--- config.mk ---
export PLATFORM = sky130hd
export DESIGN_NAME = pllsw_switchover
export DESIGN_NICKNAME = d
export VERILOG_FILES = /design/src/pllsw_pkg.sv /design/src/pllsw_switchover.sv
export VERILOG_INCLUDE_DIRS = /design/src
export SDC_FILE = /design/constraint.sdc
export NUM_CORES = 1
export LEC_CHECK = 0
export ABC_AREA = 0
export CORE_MARGIN = 2
export CORE_UTILIZATION = 60
export CTS_BUF_LIST = sky130_fd_sc_hd__clkbuf_16
export DETAILED_ROUTE_END_ITERATION = 16
export DONT_BUFFER_PORTS = 1
export GPL_ROUTABILITY_DRIVEN = 1
export PLACE_DENSITY = 0.73
export SLEW_MARGIN = 0
export SYNTH_ARGS = -nofsm -noshare
export SYNTH_HDL_FRONTEND = slang
export SYNTH_SLANG_ARGS = --single-unit
--- constraint.sdc ---
create_clock -name clk -period 3.6 [get_ports clk]
set_input_delay 0.18 -clock clk [delete_from_list [all_inputs] [get_ports clk]]
set_output_delay 0.18 -clock clk [all_outputs]
set_load 0.03 [all_outputs]
--- src/pllsw_regs.svh ---
/*
 * register offsets, field positions, reset values and timing counts of the
 * reference clock switchover block.
 * assumes: included by bare name from the package and the design module.
 */
`ifndef PLLSW_REGS_SVH
`define PLLSW_REGS_SVH

// register byte offsets
`define PLLSW_CTRL_OFS        8'h00
`define PLLSW_STATUS_OFS      8'h04
`define PLLSW_IRQ_STAT_OFS    8'h08
`define PLLSW_IRQ_MASK_OFS    8'h0c

// control: switchover delay in reference cycles, bits 7:0
`define PLLSW_CTRL_DLY_LSB    0
`define PLLSW_CTRL_DLY_W      8
`define PLLSW_CTRL_RST        8'h00

// status fields
`define PLLSW_ST_ACTIVE_BIT   0
`define PLLSW_ST_WAIT_BIT     1
`define PLLSW_ST_REQ_BIT      2
`define PLLSW_ST_PRI_OK_BIT   3
`define PLLSW_ST_BAK_OK_BIT   4

// interrupt status and mask fields
`define PLLSW_IRQ_DONE_BIT    0
`define PLLSW_IRQ_STALL_BIT   1
`define PLLSW_IRQ_W           2
`define PLLSW_IRQ_RST         2'h0

// minimum request hold in reference cycles
`define PLLSW_MIN_HOLD        9'h003

// timing: system clock rate and reference activity window
`define PLLSW_CLK_MHZ         200
`define PLLSW_ALIVE_NS        1000
`define PLLSW_ALIVE_CYC       ((`PLLSW_ALIVE_NS * `PLLSW_CLK_MHZ) / 1000)
`define PLLSW_ALIVE_W         8

`endif

--- src/pllsw_pkg.sv ---
/*
 * types shared by the reference clock switchover block.
 * assumes: pllsw_regs.svh is on the include path.
 */
`include "pllsw_regs.svh"

package pllsw_pkg;

	// switchover sequence states
	typedef enum logic [2:0] {
		PLLSW_ARMED = 3'b000, // waiting for a rising request
		PLLSW_COUNT = 3'b001, // counting held reference cycles
		PLLSW_WAIT  = 3'b010, // target reference not toggling
		PLLSW_GATE  = 3'b011, // waiting falling edge of old input
		PLLSW_SWAP  = 3'b100, // waiting falling edge of new input
		PLLSW_HOLD  = 3'b101  // waiting for the request to drop
	} pllsw_state_e;

	typedef logic [31:0] pllsw_word_t;
	typedef logic [7:0]  pllsw_addr_t;

endpackage

--- src/pllsw_switchover.sv ---
/*
 * reference clock switchover controller for a phase-locked loop: picks the
 * primary or backup reference, switches on a qualified manual request, and
 * sequences gate-off and multiplexer change glitch-free.
 * assumes: one system clock clk much faster than both references; the
 * references and the request are asynchronous pins; loop reset and output
 * re-enable after a switch are handled by the user logic outside.
 */
// The register offsets and the address-and-strobe port were decided locally.
`timescale 1ns/1ps
`include "pllsw_regs.svh"

module pllsw_switchover (
	input  wire logic               clk,               // system clock, 200 MHz
	input  wire logic               rst_n,             // async reset, active low
	input  wire logic               primary_ref_clock, // primary reference pin
	input  wire logic               backup_ref_clock,  // backup reference pin
	input  wire logic               switch_req,        // manual switch request pin
	input  wire pllsw_pkg::pllsw_addr_t reg_addr,      // register byte address
	input  wire pllsw_pkg::pllsw_word_t reg_wdata,     // register write data
	input  wire logic               reg_wr,            // write strobe
	input  wire logic               reg_rd,            // read strobe
	output pllsw_pkg::pllsw_word_t  reg_rdata,         // read data, cycle after strobe
	output logic                    ref_select,        // mux select: 0 primary, 1 backup
	output logic                    ref_gate_en,       // counter reference enable
	output logic                    active_clock,      // active reference status
	output logic                    irq                // level interrupt
);
	import pllsw_pkg::*;

	////////////////////////////////////////////////////////////////////////////
	// helpers

	// pick the bit of a primary/backup pair that belongs to a selection
	function automatic logic pick(input logic sel, input logic [1:0] pair);
		pick = sel ? pair[1] : pair[0];
	endfunction

	// decode a register offset against the bus address
	function automatic logic hit(input pllsw_addr_t a, input pllsw_addr_t ofs);
		hit = (a == ofs);
	endfunction

	////////////////////////////////////////////////////////////////////////////
	// pin synchronisers: bit 0 primary, bit 1 backup, bit 2 request

	logic [2:0] sync1_q;   // first stage, read only by second
	logic [2:0] sync2_q;   // second stage, safe to use
	logic [2:0] hist_q;    // one more stage for edge detection
	logic [2:0] sync1_d;
	logic [2:0] sync2_d;
	logic [2:0] hist_d;

	// next values of the synchroniser chain
	always_comb begin
		sync1_d = {switch_req, backup_ref_clock, primary_ref_clock};
		sync2_d = sync1_q;
		hist_d  = sync2_q;
	end

	// register the chain; no logic looks at the first stage
	always_ff @(posedge clk or negedge rst_n) begin
		if (!rst_n) begin
			// request seen high in every stage, so a rise needs a low first;
			// references low in every stage, so no false falling edge follows reset
			sync1_q <= 3'h4;
			sync2_q <= 3'h4;
			hist_q  <= 3'h4;
		end else begin
			sync1_q <= sync1_d;
			sync2_q <= sync2_d;
			hist_q  <= hist_d;
		end
	end

	logic [1:0] ref_rise;  // rising edges of both references
	logic [1:0] ref_fall;  // falling edges of both references
	logic       req_lvl;   // synchronised request level
	logic       req_rise;  // request rising edge

	assign ref_rise = sync2_q[1:0] & ~hist_q[1:0];
	assign ref_fall = ~sync2_q[1:0] & hist_q[1:0];
	assign req_lvl  = sync2_q[2];
	assign req_rise = sync2_q[2] & ~hist_q[2];

	////////////////////////////////////////////////////////////////////////////
	// reference activity monitors

	logic [`PLLSW_ALIVE_W-1:0] idle_q [2];   // cycles since last edge
	logic [`PLLSW_ALIVE_W-1:0] idle_d [2];
	logic [1:0]                alive;        // reference is toggling

	// restart on any edge, saturate at the window
	always_comb begin
		for (int i = 0; i < 2; i++) begin
			if (ref_rise[i] | ref_fall[i]) begin
				idle_d[i] = '0;
			end else if (idle_q[i] != `PLLSW_ALIVE_W'(`PLLSW_ALIVE_CYC)) begin
				idle_d[i] = idle_q[i] + `PLLSW_ALIVE_W'(1);
			end else begin
				idle_d[i] = idle_q[i];
			end
			alive[i] = (idle_q[i] != `PLLSW_ALIVE_W'(`PLLSW_ALIVE_CYC));
		end
	end

	// start as dead so a switch cannot fire before edges were seen
	always_ff @(posedge clk or negedge rst_n) begin
		if (!rst_n) begin
			idle_q[0] <= `PLLSW_ALIVE_W'(`PLLSW_ALIVE_CYC);
			idle_q[1] <= `PLLSW_ALIVE_W'(`PLLSW_ALIVE_CYC);
		end else begin
			idle_q <= idle_d;
		end
	end

	////////////////////////////////////////////////////////////////////////////
	// switchover sequencer

	pllsw_state_e state_q;   // sequence state
	pllsw_state_e state_d;
	logic [8:0]   held_q;    // reference cycles the request has been high
	logic [8:0]   held_d;
	logic         sel_q;     // selected reference
	logic         sel_d;
	logic         gate_q;    // counter reference enabled
	logic         gate_d;
	logic         ev_done;   // pulse: a switch completed
	logic         ev_stall;  // pulse: target found not toggling
	logic [`PLLSW_CTRL_DLY_W-1:0] dly_q; // configured switchover delay
	logic [8:0]   need;      // required held cycles

	// three reference cycles plus the configured delay
	assign need = `PLLSW_MIN_HOLD + {1'b0, dly_q};

	// next state of the sequence
	always_comb begin
		state_d  = state_q;
		held_d   = held_q;
		sel_d    = sel_q;
		gate_d   = gate_q;
		ev_done  = 1'b0;
		ev_stall = 1'b0;
		case (state_q)
			PLLSW_ARMED: begin
				held_d = '0;
				if (req_rise) begin
					state_d = PLLSW_COUNT;
				end
			end
			PLLSW_COUNT: begin
				// a short pulse aborts; counted on the active reference
				if (!req_lvl) begin
					state_d = PLLSW_ARMED;
				end else if (held_q >= need) begin
					if (pick(!sel_q, alive)) begin
						state_d = PLLSW_GATE;
					end else begin
						state_d  = PLLSW_WAIT;
						ev_stall = 1'b1;
					end
				end else if (pick(sel_q, ref_rise)) begin
					held_d = held_q + 9'h001;
				end
			end
			PLLSW_WAIT: begin
				// keep the current selection until the target toggles
				if (pick(!sel_q, alive)) begin
					state_d = PLLSW_GATE;
				end
			end
			PLLSW_GATE: begin
				// gate off on the old input's falling edge, or at once if dead
				if (pick(sel_q, ref_fall) || !pick(sel_q, alive)) begin
					gate_d  = 1'b0;
					state_d = PLLSW_SWAP;
				end
			end
			PLLSW_SWAP: begin
				// flip the mux on the new input's falling edge
				if (pick(!sel_q, ref_fall)) begin
					sel_d   = !sel_q;
					gate_d  = 1'b1;
					ev_done = 1'b1;
					state_d = PLLSW_HOLD;
				end
			end
			PLLSW_HOLD: begin
				// request left high causes nothing; low re-arms
				if (!req_lvl) begin
					state_d = PLLSW_ARMED;
				end
			end
			default: begin
				state_d = PLLSW_ARMED;
			end
		endcase
	end

	// register the sequence; primary selected and gated on from reset
	always_ff @(posedge clk or negedge rst_n) begin
		if (!rst_n) begin
			state_q <= PLLSW_ARMED;
			held_q  <= 9'h000;
			sel_q   <= 1'b0;
			gate_q  <= 1'b1;
		end else begin
			state_q <= state_d;
			held_q  <= held_d;
			sel_q   <= sel_d;
			gate_q  <= gate_d;
		end
	end

	assign ref_select   = sel_q;
	assign ref_gate_en  = gate_q;
	assign active_clock = sel_q;

	////////////////////////////////////////////////////////////////////////////
	// register file: control, status, interrupt status and mask

	logic [`PLLSW_CTRL_DLY_W-1:0] dly_d;
	logic [`PLLSW_IRQ_W-1:0]      ist_q;   // sticky interrupt status
	logic [`PLLSW_IRQ_W-1:0]      ist_d;
	logic [`PLLSW_IRQ_W-1:0]      imsk_q;  // interrupt mask, 1 enables
	logic [`PLLSW_IRQ_W-1:0]      imsk_d;
	pllsw_word_t                  rdat_q;  // read data register
	pllsw_word_t                  rdat_d;
	logic [`PLLSW_IRQ_W-1:0]      ev_vec;  // this cycle's events
	logic [`PLLSW_IRQ_W-1:0]      w1c;     // bits software clears

	assign ev_vec = {ev_stall, ev_done};

	// writes, write-one-to-clear and read mux
	always_comb begin
		dly_d  = dly_q;
		imsk_d = imsk_q;
		w1c    = '0;
		rdat_d = '0;
		if (reg_wr && hit(reg_addr, `PLLSW_CTRL_OFS)) begin
			dly_d = reg_wdata[`PLLSW_CTRL_DLY_LSB +: `PLLSW_CTRL_DLY_W];
		end
		if (reg_wr && hit(reg_addr, `PLLSW_IRQ_MASK_OFS)) begin
			imsk_d = reg_wdata[`PLLSW_IRQ_W-1:0];
		end
		if (reg_wr && hit(reg_addr, `PLLSW_IRQ_STAT_OFS)) begin
			w1c = reg_wdata[`PLLSW_IRQ_W-1:0];
		end
		// a new event wins over a clear in the same cycle
		ist_d = (ist_q & ~w1c) | ev_vec;
		if (reg_rd) begin
			// unmapped offsets read as zero
			if (hit(reg_addr, `PLLSW_CTRL_OFS)) begin
				rdat_d[`PLLSW_CTRL_DLY_LSB +: `PLLSW_CTRL_DLY_W] = dly_q;
			end else if (hit(reg_addr, `PLLSW_STATUS_OFS)) begin
				rdat_d[`PLLSW_ST_ACTIVE_BIT] = sel_q;
				rdat_d[`PLLSW_ST_WAIT_BIT]   = (state_q == PLLSW_WAIT);
				rdat_d[`PLLSW_ST_REQ_BIT]    = req_lvl;
				rdat_d[`PLLSW_ST_PRI_OK_BIT] = alive[0];
				rdat_d[`PLLSW_ST_BAK_OK_BIT] = alive[1];
			end else if (hit(reg_addr, `PLLSW_IRQ_STAT_OFS)) begin
				rdat_d[`PLLSW_IRQ_W-1:0] = ist_q;
			end else if (hit(reg_addr, `PLLSW_IRQ_MASK_OFS)) begin
				rdat_d[`PLLSW_IRQ_W-1:0] = imsk_q;
			end
		end
	end

	// register file state
	always_ff @(posedge clk or negedge rst_n) begin
		if (!rst_n) begin
			dly_q  <= `PLLSW_CTRL_RST;
			ist_q  <= `PLLSW_IRQ_RST;
			imsk_q <= `PLLSW_IRQ_RST;
			rdat_q <= '0;
		end else begin
			dly_q  <= dly_d;
			ist_q  <= ist_d;
			imsk_q <= imsk_d;
			rdat_q <= rdat_d;
		end
	end

	assign reg_rdata = rdat_q;
	assign irq       = |(ist_q & imsk_q);

endmodule // pllsw_switchover

# Word level (Yosys, flattened, before mapping)
# Index checks and enable logic that the tools add are counted.
# totals
ff_bits	59
inputBits	47
out_inout_bits	36
word_cells	105
# classes
n_addsub	4
magnitude_cmp	1
n_eq_ne	19
mux	39
bitwise_logic	12
n_reduce_logical	17
# ops
op	n
2-to-1 mux 8 bit	5
2-to-1 mux 3 bit	9
2-to-1 mux 9 bit	3
one-hot mux 3 bit (6 select lines)	1
one-hot mux 9 bit (2 select lines)	1
adder 8 x 1 -> 8 bit, second input constant	2
equality test 8 x 4 -> 1 bit, second input constant	2
!= test 2 bit, second input constant	8
!= test 8 bit, second input constant	2
2-to-1 mux 1 bit	14
adder 2 x 8 -> 9 bit, first input constant	1
adder 9 x 1 -> 9 bit, second input constant	1
>= comparator 9 bit	1
AND 2 bit	4
equality test 8 x 3 -> 1 bit, second input constant	1
zero test 8 bit	1
2-to-1 mux 2 bit	4
nonzero test 2 bit	4
equality test 3 x 2 -> 1 bit, second input constant	2
equality test 3 bit, second input constant	2
inverter 2 bit	3
AND reduction 6 bit	1
2-to-1 mux 5 bit	1
AND reduction 4 bit	1
14 further kinds	18

# Logic depth before layout (Yosys ltp)
# depth
ltp_word	7
depth_mapped	12
ltp_nobuf	12

# Least setup slack after synthesis
# No wires, ideal clock.
# synth_path
path_type	reg2reg
start	register dly_q[0]
end	register held_q[4]
setup_ns	0.069
arrival_ns	2.586
required_time_ns	3.531
path_slack_ns	0.945
path_stages_with_launch	13
cell_sequence	dfrtp_1 -> inv_1 -> ha_1 -> nor2_1 -> and3_1 -> xnor2_1 -> ha_1 -> a211oi_1 -> nor2_1 -> nor4_2 -> nand3b_1 -> or3_1 -> nand3_1
# synth_via
elab_chain_cells	4
# synth_lines
element	line_no	rtl
from (decl)	pllsw_switchover.sv:130	logic [`PLLSW_CTRL_DLY_W-1:0] dly_q;
from (signal assigned)	pllsw_switchover.sv:272	dly_q <= `PLLSW_CTRL_RST;
from (signal assigned)	pllsw_switchover.sv:277	dly_q <= dly_d;
adder 2 x 8 -> 9 bit (no line)	--	
>= comparator 9 bit	pllsw_switchover.sv:155	end else if (held_q >= need) begin
!= test 2 bit (no line)	--	
AND reduction 4 bit (no line)	--	
to (signal assigned)	pllsw_switchover.sv:209	held_q <= held_d;
to (decl)	pllsw_switchover.sv:122	logic [8:0] held_q;
# No other way between the ends.
# A chain may end at the register's enable or synchronous reset.

# Worst setup path after layout
# Same ends and word-level chain as after synthesis.

==> results summary <==
The routed length per instance came out at roughly 16 um. The layout has 429 filler cells. After clock tree synthesis, the clock-pin slew on the worst setup and hold paths is 0.05 ns. The destination of the critical timing path is held_q[4]$_DFFE_PN0P_.

After the first detailed-routing iteration, the DRC count stood at about 140. After synthesis, the largest area contributor takes up 36.91% of total cell area. The proportion of synthesized flip-flops having asynchronous set or reset is 100.0%. In the global route stage, overall resource usage came out at between 20% and 30%. In this run the tightest slew margin relative to its limit is 46.70%. In this run the power density over the cells is 537.7 nW/um2.

Counting flops and latches in the post-synthesis netlist gives 59. For this design, the sink count on the clock tree is slightly below 60. The global-route met1 utilization is 32.00%. From synthesis to final layout, the design area changed by 11.04%. The final clock skew came out at about 0.0070 ns. The root buffer cell chosen for the clock tree is sky130_fd_sc_hd__clkbuf_16.

The count of final max-slew check failures came out at 0. The worst setup path is launched from a flip-flop. The total routed wirelength came out at 6481 um. Of the total synthesized cell area, the portion taken by AND, OR, NAND and NOR gates is 18.49%. In this run the critical register-to-register path is launched from dly_q[0]$_DFFE_PN0P_. The final worst-path cycle share is 84.72%.

The category of the most critical setup path is reg2reg. The number of cells on the worst reg-to-reg path came out at 12. The met3 routing resource usage after global routing is 5.747%. The setup slack of the critical path after layout came out at 0.5500 ns. The overflow left after global routing came out at 0. The netlist uses roughly 50 different library cells.

The complex-gate fraction of the synthesized area came out at around a tenth. The row count is 27. The slack of the worst reg-to-reg path came out at 0.55 ns. In this run the worst path has a maximum fanout of 7. The largest incremental delay on the critical path is 0.41 ns. Yosys attributes the largest share of cell area to sky130_fd_sc_hd__dfrtp_1, sky130_fd_sc_hd__dfstp_2, sky130_fd_sc_hd__ha_1, sky130_fd_sc_hd__buf_4, sky130_fd_sc_hd__mux2_2. The final critical delay including setup and external delays is around 3.1 ns.

The highest clock frequency the design can meet came out at 327.9 MHz. Summing the areas of all xor and xnor instances in the mapped netlist gives 4.746% of the synthesized area. The flow ran to the end, and the final reports show no timing, DRC or antenna violations. The worst-margin pin slew is about 0.80 ns. The die covers about 6100 um2.

The number of flops mapped to enable cells by yosys is 0. The share of cell area taken by muxes after synthesis is between 5 and 6%. The largest family of logic cells by synthesized area is simple AND/OR/NAND/NOR gates. Including well taps, the total number of placed cells is 392. The synthesized netlist cell count came out at approximately 330. The most used flip-flop cell after synthesis is sky130_fd_sc_hd__dfrtp_1. The critical path starts at dly_q[0]$_DFFE_PN0P_. The floorplan step defined a core boundary enclosing 5439 um2.

The final sum of negative setup slack came out at 0 ns. The initial antenna violation count came out at 0. The most instantiated library cell after synthesis is sky130_fd_sc_hd__dfrtp_1.

In the routed layout, each cell is associated on average with a via count of 5.622. Once the clock tree was built, the resizer swapped 0 gates to a different size. The library cell with the largest summed area after synthesis is sky130_fd_sc_hd__dfrtp_1. The tightest min-delay check is of the in2reg type.

Prior to clock tree synthesis, the placed netlist has a worst setup slack of about 0.55 ns. The largest buffer count on any clock path came out at 2. In this run the critical register-to-register path is captured at held_q[4]$_DFFE_PN0P_.

Setup repair after global routing left no endpoint under its margin. The number of remaining DRC errors came out at 0. The leakage power of the design came out at 1.709 nW. The endpoint required time on the critical path is 3.86 ns. The cell with the biggest individual delay on the critical path is sky130_fd_sc_hd__nor4_2. The layout cell share with drive strength beyond 1 came out at roughly 14%. Max-cap violations in this run came to 0. The die span in x is 78.41 um. Input and output buffers added on the ports amount to 0. The non-filler instance count after layout came out at 418. The final RePlAce weighted congestion came out at roughly 0.81. The mean post-synth cell area came out at 10.13 um2. The clock latency of the later-clocked register in the worst-skew pair is 0.33 ns. The worst setup path is captured at a flip-flop. The global routing stage identified its most utilized layer as met2.

The effective utilization at floorplan came out at 61.08%. 83 I/O pins were placed. The count of nets after finishing came out at between 400 and 500. The total of warnings raised by yosys came out at 0. Global routing consumed, on the met2 layer, between 30% and 40% of the routing resources.

Traced cell by cell, the critical path runs through inv_1, ha_1, nor2_1, and3_1, xnor2_1, ha_1, a211oi_1, nor2_1, nor4_2, nand3b_1, or3_1, nand3_1. The number of search-and-repair iterations in the first detailed-routing pass came out at 4. Summing the sequential cell areas from Yosys gives between 40 and 50% of the chip area.

In this run, CTS created clock tree buffers numbering 9. The via count of the first global-routing pass is 2,303. After Yosys synthesis, full adders, half adders and majority gates account for 7.156% of the synthesized area.

VDD sags by at most 0.3602 mV. The first-pass GRT wire length is between 10,000 and 15,000 um. The area of the mapped netlist is between 3000 and 4000 um2. The total setup buffers inserted after CTS is 0. The die is 78.41 um tall. The largest net degree at the start of global routing came out at 60. The maximum level of the CTS H-tree is 3. The count of final setup violators is 0. The hold violation total from the final report was 0.

The diode insertion count for antenna repair is 0. TritonCTS built the clock tree. Counting instances in the post-synthesis netlist gives the leading cell types as sky130_fd_sc_hd__dfrtp_1, sky130_fd_sc_hd__buf_4, sky130_fd_sc_hd__nand2_1. The total number of vias is between 2,000 and 2,500. At the worst endpoint, the arrival time is 3.31 ns. The detailed-placement wirelength estimate is between 4000 and 5000 um. The number of antenna-violating nets in the routed design came out at 0.
-- power by group --
| group | total, mW | internal, mW | switching [mW] |
|---|---|---|---|
| Combinational | 0.353 | 0.133 | 0.219 |
| Sequential | 0.810 | 0.719 | 0.0910 |
| Clock | 0.821 | 0.526 | 0.295 |
-- critical path, delay by kind of cell (launching register included) --
family,cells,cell delay (ns)
xor+xnor,1,0.14
simple gates,7,1.67
compound gates,1,0.20
fa+ha+maj,2,0.50
flops,1,0.38
buf+inv,1,0.10
-- placed cells by master (no fill, tap or decap), drive strengths merged, types with 6 or more instances in the layout --
cell type,instances
dfrtp,49
conb,24
nand2,24
inv,20
ha,19
nand3,18
nor2,17
and2,16
o21ai,15
xnor2,13
mux2,12
dfstp,10
clkbuf,9
dlygate4sd3,9
a21oi,8
nor3,7
nand4,6
and3,6
-- final cells by class --
class / count / area (um2) / area share, %
clock inverters: 7 / 60.06 / 1.628
inverters: 19 / 71.32 / 1.934
flip-flops and latches: 59 / 1489 / 40.37
clock buffers: 9 / 225.2 / 6.106
well taps: 72 / 90.09 / 2.442
repair buffers: 10 / 117.6 / 3.189
multi-input cells: 242 / 1635 / 44.34
-- sequential cells by signal (all words and copies together) (netlist names), 3 cells and up --
name       count
dly_q          8
held_q         9
hist_d         3
hist_q         3
idle_q        16
reg_rdata      8
state_q        3
sync1_q        3
-- kinds of logic (layout without fill, tap and decap cells) --
family / Yosys count / in the layout
adder cells (fa/ha/maj): 19 / 19
multiplexers: 17 / 17
AND/OR/NAND/NOR: 113 / 113
buffers and inverters: 50 / 45
flip-flops: 59 / 59
XOR/XNOR: 18 / 18
AO/OA/AOI/OAI: 51 / 51
other: 1 / 24
-- worst min-delay path by stage --
stage | start | to | slack, ns | cells past startpoint
after global placement | rst_n | sync1_q[1]$_DFF_PN0_ | -0.11 | 0
after CTS | reg_wdata[4] | dly_q[4]$_DFFE_PN0P_ | 0.0006 | 1
final | reg_wdata[1] | imsk_q[1]$_DFFE_PN0P_ | 0.001 | 1
after floorplan | rst_n | active_clock$_DFFE_PN0P_ | -0.12 | 0
after global routing | reg_wdata[3] | dly_q[3]$_DFFE_PN0P_ | 0.004 | 1
after detailed placement | rst_n | idle_q[12]$_DFFE_PN0P_ | -0.11 | 0
-- layer usage --
metal | wire length (um) | part of all wire, %
met2 | 2996 | 46
met5 | 0 | 0
met3 | 255 | 3.9
met4 | 140 | 2.2
met1 | 3088 | 48
-- stage by stage --
| step | utilization, % | area [um2] | hold WS [ns] | power (mW) |
|---|---|---|---|---|
| 3_3_place_gp | 60.41 | 3286 | -0.1146 | 1.125 |
| 5_1_grt | 67.82 | 3689 | 0.004311 | 2.062 |
| 4_1_cts | 67.45 | 3669 | 0.0005616 | 1.979 |
| 2_1_floorplan | - | 3408 | -0.1156 | 1.094 |
| 3_5_place_dp | 60.41 | 3286 | -0.1146 | 1.140 |
| 6_report | 67.82 | 3689 | 0.001292 | 1.983 |
-- timing repair --
item                       in CTS  in global routing
hold endpoints to repair       67                  2
setup endpoints to repair       0                  0
hold buffers                    8                  2
No activity file was read; power rests on OpenSTA's default activity.
